## config.mk

```make
export PLATFORM = sky130hd
export DESIGN_NAME = timer01
export DESIGN_NICKNAME = d
export VERILOG_FILES = /design/src/rtl/pin_sync.v /design/src/rtl/prescaler.v /design/src/rtl/timer01.v
export VERILOG_INCLUDE_DIRS = /design/src /design/src/rtl
export SDC_FILE = /design/constraint.sdc
export NUM_CORES = 1
export LEC_CHECK = 0
export ABC_CLOCK_PERIOD_IN_PS = 4700
export BUFFER_PORTS_ARGS = -buffer_cell sky130_fd_sc_hd__clkbuf_2
export CAP_MARGIN = 30
export CORE_ASPECT_RATIO = 1.1
export CORE_MARGIN = 2
export CORE_UTILIZATION = 60
export DETAILED_ROUTE_END_ITERATION = 16
export GPL_ROUTABILITY_DRIVEN = 0
export PLACE_DENSITY = 0.79
export SLEW_MARGIN = 10
export SYNTH_ARGS = -nofsm -noshare
export SYNTH_HDL_FRONTEND = slang
export SYNTH_HIERARCHICAL = 1
export SYNTH_SLANG_ARGS = --single-unit
```

## constraint.sdc

```tcl
create_clock -name mclk -period 4.7 [get_ports mclk]
set_input_delay 0.94 -clock mclk [delete_from_list [all_inputs] [get_ports mclk]]
set_output_delay 0.94 -clock mclk [all_outputs]
set_load 0.05 [all_outputs]
```

## src/rtl/timer_defs.vh

```
`ifndef TIMER_DEFS_VH
`define TIMER_DEFS_VH

// ----------------------------------------
// register offsets
// ----------------------------------------
`define OFS_CONTROL 8'h88
`define OFS_MODE 8'h89
`define OFS_T0_LOW 8'h8a
`define OFS_T1_LOW 8'h8b
`define OFS_T0_HIGH 8'h8c
`define OFS_T1_HIGH 8'h8d
`define OFS_CLK_SEL 8'h8f
`define OFS_AUX 8'h90

// ----------------------------------------
// control register fields
// ----------------------------------------
`define CTL_T1_FLAG 7
`define CTL_T1_RUN 6
`define CTL_T0_FLAG 5
`define CTL_T0_RUN 4

// ----------------------------------------
// mode register fields
// ----------------------------------------
`define MOD_T1_GATE 7
`define MOD_T1_SRC 6
`define MOD_T1_MODE_HI 5
`define MOD_T1_MODE_LO 4
`define MOD_T0_GATE 3
`define MOD_T0_SRC 2
`define MOD_T0_MODE_HI 1
`define MOD_T0_MODE_LO 0

// ----------------------------------------
// clock select fields
// ----------------------------------------
`define CKS_T3_HIGH 7
`define CKS_T3_LOW 6
`define CKS_T2_HIGH 5
`define CKS_T2_LOW 4
`define CKS_T1 3
`define CKS_T0 2
`define CKS_PRE_HI 1
`define CKS_PRE_LO 0

// ----------------------------------------
// aux register fields
// ----------------------------------------
`define AUX_G0_POL 0
`define AUX_G1_POL 1
`define AUX_T2_XCLK 4
`define AUX_T2_SPLIT 5
`define AUX_T3_XCLK 6
`define AUX_T3_SPLIT 7

// ----------------------------------------
// modes, reset value, divisors
// ----------------------------------------
`define MODE_13BIT 2'h0
`define MODE_16BIT 2'h1
`define MODE_RELOAD 2'h2
`define MODE_SPLIT 2'h3
`define PRE_DIV12 2'h0
`define PRE_DIV4 2'h1
`define PRE_DIV48 2'h2
`define PRE_EXT8 2'h3
`define REG_RESET 8'h00
`define DIV_SYS_MAX 6'h2f
`define DIV_EXT_MAX 3'h7

`endif

```

## src/rtl/pin_sync.v

```verilog
`timescale 1ns/100ps
`include "timer_defs.vh"

module pin_sync #(
    parameter WIDTH = 2
) (
    input wire mclk,
    input wire rst,
    input wire [WIDTH-1:0] pin,
    output wire [WIDTH-1:0] level,
    output wire [WIDTH-1:0] fall
);

// ----------------------------------------
// two-flop synchroniser and edge detect
// ----------------------------------------
// first stage is read by the second stage only
genvar i;
generate
    for (i = 0; i < WIDTH; i = i + 1)
    begin : g_bit
        reg meta_reg;
        reg sync_reg;
        reg last_reg;
        always @(posedge mclk)
        begin
            if (rst)
            begin
                meta_reg <= 1'b0;
                sync_reg <= 1'b0;
                last_reg <= 1'b0;
            end
            else
            begin
                meta_reg <= pin[i];
                sync_reg <= meta_reg;
                last_reg <= sync_reg;
            end
        end
        assign level[i] = sync_reg;
        assign fall[i] = last_reg & ~sync_reg;
    end
endgenerate

endmodule

```

## src/rtl/prescaler.v

```verilog
`timescale 1ns/100ps
`include "timer_defs.vh"

module prescaler (
    input wire mclk,
    input wire rst,
    input wire [1:0] sel,
    input wire ext_clock_pin,
    output reg presc_tick,
    output reg div12_tick,
    output reg ext8_tick
);

reg [5:0] sys_cnt_reg;
reg [2:0] ext_cnt_reg;
wire [0:0] ext_level;
wire [0:0] ext_fall;
wire wrap48;
wire at4;
wire at12;
wire ext_wrap;

// ----------------------------------------
// external clock synchronised first
// ----------------------------------------
pin_sync #(.WIDTH(1)) u_ext_sync (
    .mclk(mclk),
    .rst(rst),
    .pin(ext_clock_pin),
    .level(ext_level),
    .fall(ext_fall)
);

// one shared counter gives /4, /12 and /48 in phase
assign wrap48 = (sys_cnt_reg == `DIV_SYS_MAX);
assign at4 = (sys_cnt_reg[1:0] == 2'h3);
assign at12 = (sys_cnt_reg == 6'h0b) | (sys_cnt_reg == 6'h17) |
              (sys_cnt_reg == 6'h23) | wrap48;
assign ext_wrap = ext_fall[0] & (ext_cnt_reg == `DIV_EXT_MAX);

always @(posedge mclk)
begin
    if (rst)
    begin
        sys_cnt_reg <= 6'h00;
        ext_cnt_reg <= 3'h0;
        presc_tick <= 1'b0;
        div12_tick <= 1'b0;
        ext8_tick <= 1'b0;
    end
    else
    begin
        sys_cnt_reg <= wrap48 ? 6'h00 : sys_cnt_reg + 6'h01;
        if (ext_fall[0])
            ext_cnt_reg <= ext_cnt_reg + 3'h1;
        div12_tick <= at12;
        ext8_tick <= ext_wrap;
        case (sel)
            `PRE_DIV12: presc_tick <= at12;
            `PRE_DIV4: presc_tick <= at4;
            `PRE_DIV48: presc_tick <= wrap48;
            default: presc_tick <= ext_wrap;
        endcase
    end
end

endmodule

```

## src/rtl/timer01.v

```verilog
// Operation
// timer one gate set: counts only while run and gate input active; run and gate are ignored while timer zero is split
// timer zero gate set: counts only while run and gate input active
// timer one source 1 counts falling edges of its count pin; the internal tick is used instead while timer zero is split
// timer zero source 1 counts falling edges of its count pin
// timer one modes: 13-bit, 16-bit, 8-bit reload, inactive
// timer zero modes: 13-bit, 16-bit, 8-bit reload, two 8-bit counters
// timer one clock: prescaled when select 0, system clock when 1
// timer zero clock: prescaled when select 0, system clock when 1
// prescale field: /12, /4, /48, external clock /8
// external clock /8 synchronised before timers use it
// timer three high byte clock select acts in split mode only
// timer three low byte: system clock or external clock selection
// timer two high byte clock select acts in split mode only
// timer two low byte: system clock or external clock selection
// timer zero low byte readable, writable, resets to zero
// timer one low byte readable, writable, resets to zero
// timer zero high byte readable, writable, resets to zero
// 13-bit mode wraps from 0x1fff and sets overflow flag
// reload mode: low byte wraps, sets flag, reloads from high byte
// split mode: timer zero high byte uses timer one run and flag
// timer one high byte readable, writable, resets to zero
// count pins synchronised, one increment per falling edge
// count pin levels held at least two system clocks
`timescale 1ns/100ps
`include "timer_defs.vh"

module timer01 (
    input wire mclk,
    input wire rst,
    input wire [7:0] reg_addr,
    input wire [7:0] reg_wdata,
    input wire reg_wr,
    input wire reg_rd,
    output reg [7:0] reg_rdata,
    input wire timer_zero_count_pin,
    input wire timer_one_count_pin,
    input wire ext_gate_input_zero,
    input wire ext_gate_input_one,
    input wire ext_clock_pin,
    output reg timer_zero_overflow_flag,
    output reg timer_one_overflow_flag,
    output reg timer_two_low_tick,
    output reg timer_two_high_tick,
    output reg timer_three_low_tick,
    output reg timer_three_high_tick
);

// ----------------------------------------
// step of one timer, returns {overflow, high, low}
// ----------------------------------------
function [16:0] count_step;
    input [1:0] mode;
    input [7:0] lo;
    input [7:0] hi;
    reg [12:0] c13;
    reg [15:0] c16;
    begin
        c13 = {hi, lo[4:0]} + 13'h0001;
        c16 = {hi, lo} + 16'h0001;
        case (mode)
            `MODE_13BIT:
                count_step = {&{hi, lo[4:0]}, c13[12:5], lo[7:5], c13[4:0]};
            `MODE_16BIT:
                count_step = {&{hi, lo}, c16};
            `MODE_RELOAD:
                count_step = (&lo) ? {1'b1, hi, hi} : {1'b0, hi, lo + 8'h01};
            default:
                count_step = {&lo, hi, lo + 8'h01};
        endcase
    end
endfunction

// ----------------------------------------
// address match, shared by every write enable
// ----------------------------------------
function addr_hit;
    input [7:0] addr;
    input [7:0] ofs;
    begin
        addr_hit = (addr == ofs);
    end
endfunction

// ----------------------------------------
// gate level against its polarity bit, 1 means active high
// ----------------------------------------
function gate_active;
    input level;
    input pol;
    begin
        gate_active = ~(level ^ pol);
    end
endfunction

// ----------------------------------------
// registers
// ----------------------------------------
reg [7:0] mode_reg;
reg [7:0] clk_sel_reg;
reg [7:0] aux_reg;
reg t0_run_reg;
reg t1_run_reg;
reg [7:0] t0_lo_reg;
reg [7:0] t0_hi_reg;
reg [7:0] t1_lo_reg;
reg [7:0] t1_hi_reg;
reg [7:0] t0_lo_next;
reg [7:0] t0_hi_next;
reg [7:0] t1_lo_next;
reg [7:0] t1_hi_next;
reg [16:0] step0;
reg [16:0] step1;
reg tf0_set;
reg tf1_set;
reg [7:0] rdata_next;

// ----------------------------------------
// pin synchronisers and prescaler
// ----------------------------------------
wire [1:0] cnt_fall;
wire [1:0] gate_level;
wire presc_tick;
wire div12_tick;
wire ext8_tick;

pin_sync #(.WIDTH(2)) u_count_sync (
    .mclk(mclk),
    .rst(rst),
    .pin({timer_one_count_pin, timer_zero_count_pin}),
    .level(),
    .fall(cnt_fall)
);

pin_sync #(.WIDTH(2)) u_gate_sync (
    .mclk(mclk),
    .rst(rst),
    .pin({ext_gate_input_one, ext_gate_input_zero}),
    .level(gate_level),
    .fall()
);

prescaler u_prescaler (
    .mclk(mclk),
    .rst(rst),
    .sel(clk_sel_reg[`CKS_PRE_HI:`CKS_PRE_LO]),
    .ext_clock_pin(ext_clock_pin),
    .presc_tick(presc_tick),
    .div12_tick(div12_tick),
    .ext8_tick(ext8_tick)
);

// ----------------------------------------
// count enables
// ----------------------------------------
wire [1:0] mode0 = mode_reg[`MOD_T0_MODE_HI:`MOD_T0_MODE_LO];
wire [1:0] mode1 = mode_reg[`MOD_T1_MODE_HI:`MOD_T1_MODE_LO];
wire split0 = (mode0 == `MODE_SPLIT);

wire timer_zero_gate_enable_act = gate_active(gate_level[0], aux_reg[`AUX_G0_POL]);
wire timer_one_gate_enable_act = gate_active(gate_level[1], aux_reg[`AUX_G1_POL]);

wire t0_int_tick = clk_sel_reg[`CKS_T0] | presc_tick;
wire t1_int_tick = clk_sel_reg[`CKS_T1] | presc_tick;

wire t0_tick = mode_reg[`MOD_T0_SRC] ? cnt_fall[0] : t0_int_tick;
wire t1_ext_ok = mode_reg[`MOD_T1_SRC] & ~split0;
wire t1_tick = t1_ext_ok ? cnt_fall[1] : t1_int_tick;

wire t0_en = t0_run_reg & (~mode_reg[`MOD_T0_GATE] | timer_zero_gate_enable_act);
wire t1_gated = t1_run_reg & (~mode_reg[`MOD_T1_GATE] | timer_one_gate_enable_act);

// while timer zero is split, timer one runs by its mode alone
wire t1_en = (mode1 != `MODE_SPLIT) & (split0 | t1_gated);

wire inc0 = t0_tick & t0_en;
wire inc1 = t1_tick & t1_en;
wire inc0_hi = split0 & t1_run_reg & t0_int_tick;

// ----------------------------------------
// bus decode
// ----------------------------------------
wire wr_ctl = reg_wr & addr_hit(reg_addr, `OFS_CONTROL);
wire wr_mode = reg_wr & addr_hit(reg_addr, `OFS_MODE);
wire wr_t0l = reg_wr & addr_hit(reg_addr, `OFS_T0_LOW);
wire wr_t1l = reg_wr & addr_hit(reg_addr, `OFS_T1_LOW);
wire wr_t0h = reg_wr & addr_hit(reg_addr, `OFS_T0_HIGH);
wire wr_t1h = reg_wr & addr_hit(reg_addr, `OFS_T1_HIGH);
wire wr_cks = reg_wr & addr_hit(reg_addr, `OFS_CLK_SEL);
wire wr_aux = reg_wr & addr_hit(reg_addr, `OFS_AUX);

// ----------------------------------------
// counter next values
// ----------------------------------------
// a software write to a byte wins over a count in the same cycle
always @*
begin
    step0 = count_step(mode0, t0_lo_reg, t0_hi_reg);
    step1 = count_step(mode1, t1_lo_reg, t1_hi_reg);
    t0_lo_next = t0_lo_reg;
    t0_hi_next = t0_hi_reg;
    t1_lo_next = t1_lo_reg;
    t1_hi_next = t1_hi_reg;
    tf0_set = 1'b0;
    tf1_set = 1'b0;
    if (inc0)
    begin
        t0_lo_next = step0[7:0];
        t0_hi_next = step0[15:8];
        tf0_set = step0[16];
    end
    if (inc0_hi)
    begin
        t0_hi_next = t0_hi_reg + 8'h01;
        tf1_set = &t0_hi_reg;
    end
    if (inc1)
    begin
        t1_lo_next = step1[7:0];
        t1_hi_next = step1[15:8];
        // split timer zero owns the timer one flag
        if (!split0)
            tf1_set = step1[16];
    end
    if (wr_t0l)
        t0_lo_next = reg_wdata;
    if (wr_t0h)
        t0_hi_next = reg_wdata;
    if (wr_t1l)
        t1_lo_next = reg_wdata;
    if (wr_t1h)
        t1_hi_next = reg_wdata;
end

// ----------------------------------------
// read mux
// ----------------------------------------
always @*
begin
    case (reg_addr)
        `OFS_CONTROL: rdata_next = {timer_one_overflow_flag, t1_run_reg,
                                    timer_zero_overflow_flag, t0_run_reg, 4'h0};
        `OFS_MODE: rdata_next = mode_reg;
        `OFS_T0_LOW: rdata_next = t0_lo_reg;
        `OFS_T1_LOW: rdata_next = t1_lo_reg;
        `OFS_T0_HIGH: rdata_next = t0_hi_reg;
        `OFS_T1_HIGH: rdata_next = t1_hi_reg;
        `OFS_CLK_SEL: rdata_next = clk_sel_reg;
        `OFS_AUX: rdata_next = aux_reg;
        default: rdata_next = 8'h00;
    endcase
end

// ----------------------------------------
// timer two and three clock selection
// ----------------------------------------
reg t2_ext;
reg t3_ext;
reg t2_low;
reg t3_low;
reg t2_high;
reg t3_high;

// outside split mode the high byte select is ignored, so it follows the low byte
always @*
begin
    t2_ext = div12_tick;
    t3_ext = div12_tick;
    if (aux_reg[`AUX_T2_XCLK])
        t2_ext = ext8_tick;
    if (aux_reg[`AUX_T3_XCLK])
        t3_ext = ext8_tick;
    t2_low = clk_sel_reg[`CKS_T2_LOW] | t2_ext;
    t3_low = clk_sel_reg[`CKS_T3_LOW] | t3_ext;
    t2_high = t2_low;
    t3_high = t3_low;
    if (aux_reg[`AUX_T2_SPLIT])
        t2_high = clk_sel_reg[`CKS_T2_HIGH] | t2_ext;
    if (aux_reg[`AUX_T3_SPLIT])
        t3_high = clk_sel_reg[`CKS_T3_HIGH] | t3_ext;
end

// ----------------------------------------
// state update
// ----------------------------------------
always @(posedge mclk)
begin
    if (rst)
    begin
        mode_reg <= `REG_RESET;
        clk_sel_reg <= `REG_RESET;
        aux_reg <= `REG_RESET;
        t0_run_reg <= 1'b0;
        t1_run_reg <= 1'b0;
        t0_lo_reg <= `REG_RESET;
        t0_hi_reg <= `REG_RESET;
        t1_lo_reg <= `REG_RESET;
        t1_hi_reg <= `REG_RESET;
        timer_zero_overflow_flag <= 1'b0;
        timer_one_overflow_flag <= 1'b0;
        reg_rdata <= 8'h00;
        timer_two_low_tick <= 1'b0;
        timer_two_high_tick <= 1'b0;
        timer_three_low_tick <= 1'b0;
        timer_three_high_tick <= 1'b0;
    end
    else
    begin
        if (wr_mode)
            mode_reg <= reg_wdata;
        if (wr_cks)
            clk_sel_reg <= reg_wdata;
        if (wr_aux)
            aux_reg <= reg_wdata;
        if (wr_ctl)
        begin
            t0_run_reg <= reg_wdata[`CTL_T0_RUN];
            t1_run_reg <= reg_wdata[`CTL_T1_RUN];
        end
        t0_lo_reg <= t0_lo_next;
        t0_hi_reg <= t0_hi_next;
        t1_lo_reg <= t1_lo_next;
        t1_hi_reg <= t1_hi_next;
        // hardware set wins over a software clear
        if (tf0_set)
            timer_zero_overflow_flag <= 1'b1;
        else if (wr_ctl)
            timer_zero_overflow_flag <= reg_wdata[`CTL_T0_FLAG];
        if (tf1_set)
            timer_one_overflow_flag <= 1'b1;
        else if (wr_ctl)
            timer_one_overflow_flag <= reg_wdata[`CTL_T1_FLAG];
        if (reg_rd)
            reg_rdata <= rdata_next;
        else
            reg_rdata <= 8'h00;
        timer_two_low_tick <= t2_low;
        timer_two_high_tick <= t2_high;
        timer_three_low_tick <= t3_low;
        timer_three_high_tick <= t3_high;
    end
end

endmodule

```

==> impl_metrics.yaml <==
sta:
  finalCriticalPeriod_ns: 2.67
  worstMarginPinSlew_ns: 0.954
  fin_crit_sh_pct: 56.9
  hold_ws_ns: 0.443
  final-hold-violation-count: 0
  slew_headroom_pct: 36.1
  max_clock_freq_ghz: 0.374
  setup_viol: 0
  slew_viol_final: 0
  finalSetupTns_ns: 0
  grt_setup_unrepaired: "no"
  finClkSkew_ns: 0.0130
floorplan:
  die_y_um: 106
  die_width_um: 96.9
  coreArea_mm2: 0.00931
  num_rows: 37
  start_util_pct: 61.2
  die_area_mm2: 0.0103
  ios: 39
clocking:
  cts_tree: "done"
  ctsResizeCount: 0
  cts_buffers: 9
  ctsHoldBuffers: 0
  cts_root_buf: "clkbuf_8"
  clock_latency_ns: 0.39
  cts.sinks: 97
  htreeDepth: 3
  path_clk_slew_ns: 0.10
  clock_path_buffers: 2
  cts_setup_buffers: 0
power_and_ir_drop:
  comb_power_share_pct: 5.7
  clkPwrFrac_pct: 36.4
  p_sw_w: 0.000391
  p_leak_nw: 1.94
  power_w: 0.00145
  p_sw_share_pct: 27.0
  peakVddDrop_uv: 226
  p_int_w: 0.00106
  power_frac_seq_pct: 57.8
  pwr_density_cell_mw_per_mm2: 243
worst_setup_path:
  critPathKind: "input port to register"
  start_kind: "input port"
  required_ns: 4.96
  r2r_cells: 6
  arrival_ns: 2.93
  crit_path_max_fanout: 17
  end_kind: "register"
grt:
  grt_pass1_vias: 4851
  grt_first_pass_wirelength_mm: 25.6
  grt_max_degree: 36
  grt_use_total_pct: 31.1
  antenna_found_initial: 0
  overflow: 0
cells_and_area:
  layout-drive-gt1-share_pct: 13.3
  diodes: 0
  finalNetCount: 726
  area_delta_synth_final_pct: 4.68
  seq_area_mm2: 0.00194
  fin_cells: 817
  final_cell_area_mm2: 0.00596
  multi_input_area_mm2: 0.00345
  fill_cells: 830
route:
  routed_wl_mm: 16.0
  drc: 0
  wire_per_inst_um: 19.6
  vias_per_cell: 6.79
  vias: 5549
  dr.pass1.iters: 5
  drt_iter0_drc: 712
  antenna_left: 0
place:
  io_buffers: 38
  dp_hpwl_mm: 11.4
  dp_cells: 801
  dpl_cell_area_mm2: 0.00578
min_path:
  hold_class: "register to register"
  hold_depth: 1
synthesis:
  synth_area_per_cell_um2: 8.19
  synthesis.yosys.warnings: 6
  synth_cells: 695
  syn_area_mm2: 0.00570
  synth_nets: 726
run_status:
  outcome: "completed"
job:
  cap_violations: 0
-- layout make-up --
cell class                 count  share of cell area [%]
clock buffer                   9                    2.08
sequential                    97                    32.6
multi-input combinational    537                    57.8
tap                          117                    2.46
timing repair buffer          40                    3.44
clock inverter                 7                    1.03
inverter                      10                   0.630
-- per-stage QoR --
stage	setup WS [ns]	utilization [%]
2_1_floorplan	2.36	-
5_1_grt	1.72	64.1
6_report	2.03	64.1
3_3_place_gp	1.82	62.1
4_1_cts	2.08	64.1
3_5_place_dp	1.71	62.1
-- power groups by stage --
stage / registers, W / clock network (W) / logic, W
2_1_floorplan: 0.000855 / 0 / 0.0000503
3_3_place_gp: 0.000857 / 0 / 0.0000792
3_5_place_dp: 0.000858 / 0 / 0.0000808
4_1_cts: 0.000838 / 0.000532 / 0.0000813
5_1_grt: 0.000840 / 0.000561 / 0.0000896
6_report: 0.000839 / 0.000528 / 0.0000832
-- final timing paths --
kind | startpoint | to | slack (ns)
setup / recovery | reg_addr[5] | clk_sel_reg[6] | 2.03
hold / removal | u_gate_sync/g_bit[1].meta_reg | u_gate_sync/g_bit[1].sync_reg | 0.44
setup reg to reg | mode_reg[0] | t0_hi_reg[7] | 2.07
hold reg to reg | u_gate_sync/g_bit[1].meta_reg | u_gate_sync/g_bit[1].sync_reg | 0.44
-- cell usage in the layout (no fill, tap or decap), types with 7 or more instances in the layout --
master	instances
clkbuf_2	37
dfxtp_1	97
a211oi_1	10
nor2b_1	20
nand3_1	41
a31oi_1	10
inv_1	9
nand4_1	12
nand2b_1	9
nor3_1	11
and3_1	11
a21oi_1	56
mux2i_1	27
nand2_1	63
a22oi_1	15
o21ai_0	24
nor2_1	66
o211ai_1	7
xnor2_1	19
clkbuf_8	9
-- routing by layer --
layer	track usage [%]	part of all wire, %
met3	3.94	9.8
met4	16.5	3.9
met2	48.8	47
met1	42.0	40
met5	0	0
-- critical path: stages --
cell      delay [ns]
clkbuf_2        0.09
nor3b_1         0.31
nand2_1         0.18
nor3_2          0.79
nand2_1         0.39
nand2_1         0.16
a21oi_1         0.07
Note: power is estimated with default switching activity, not from simulation.
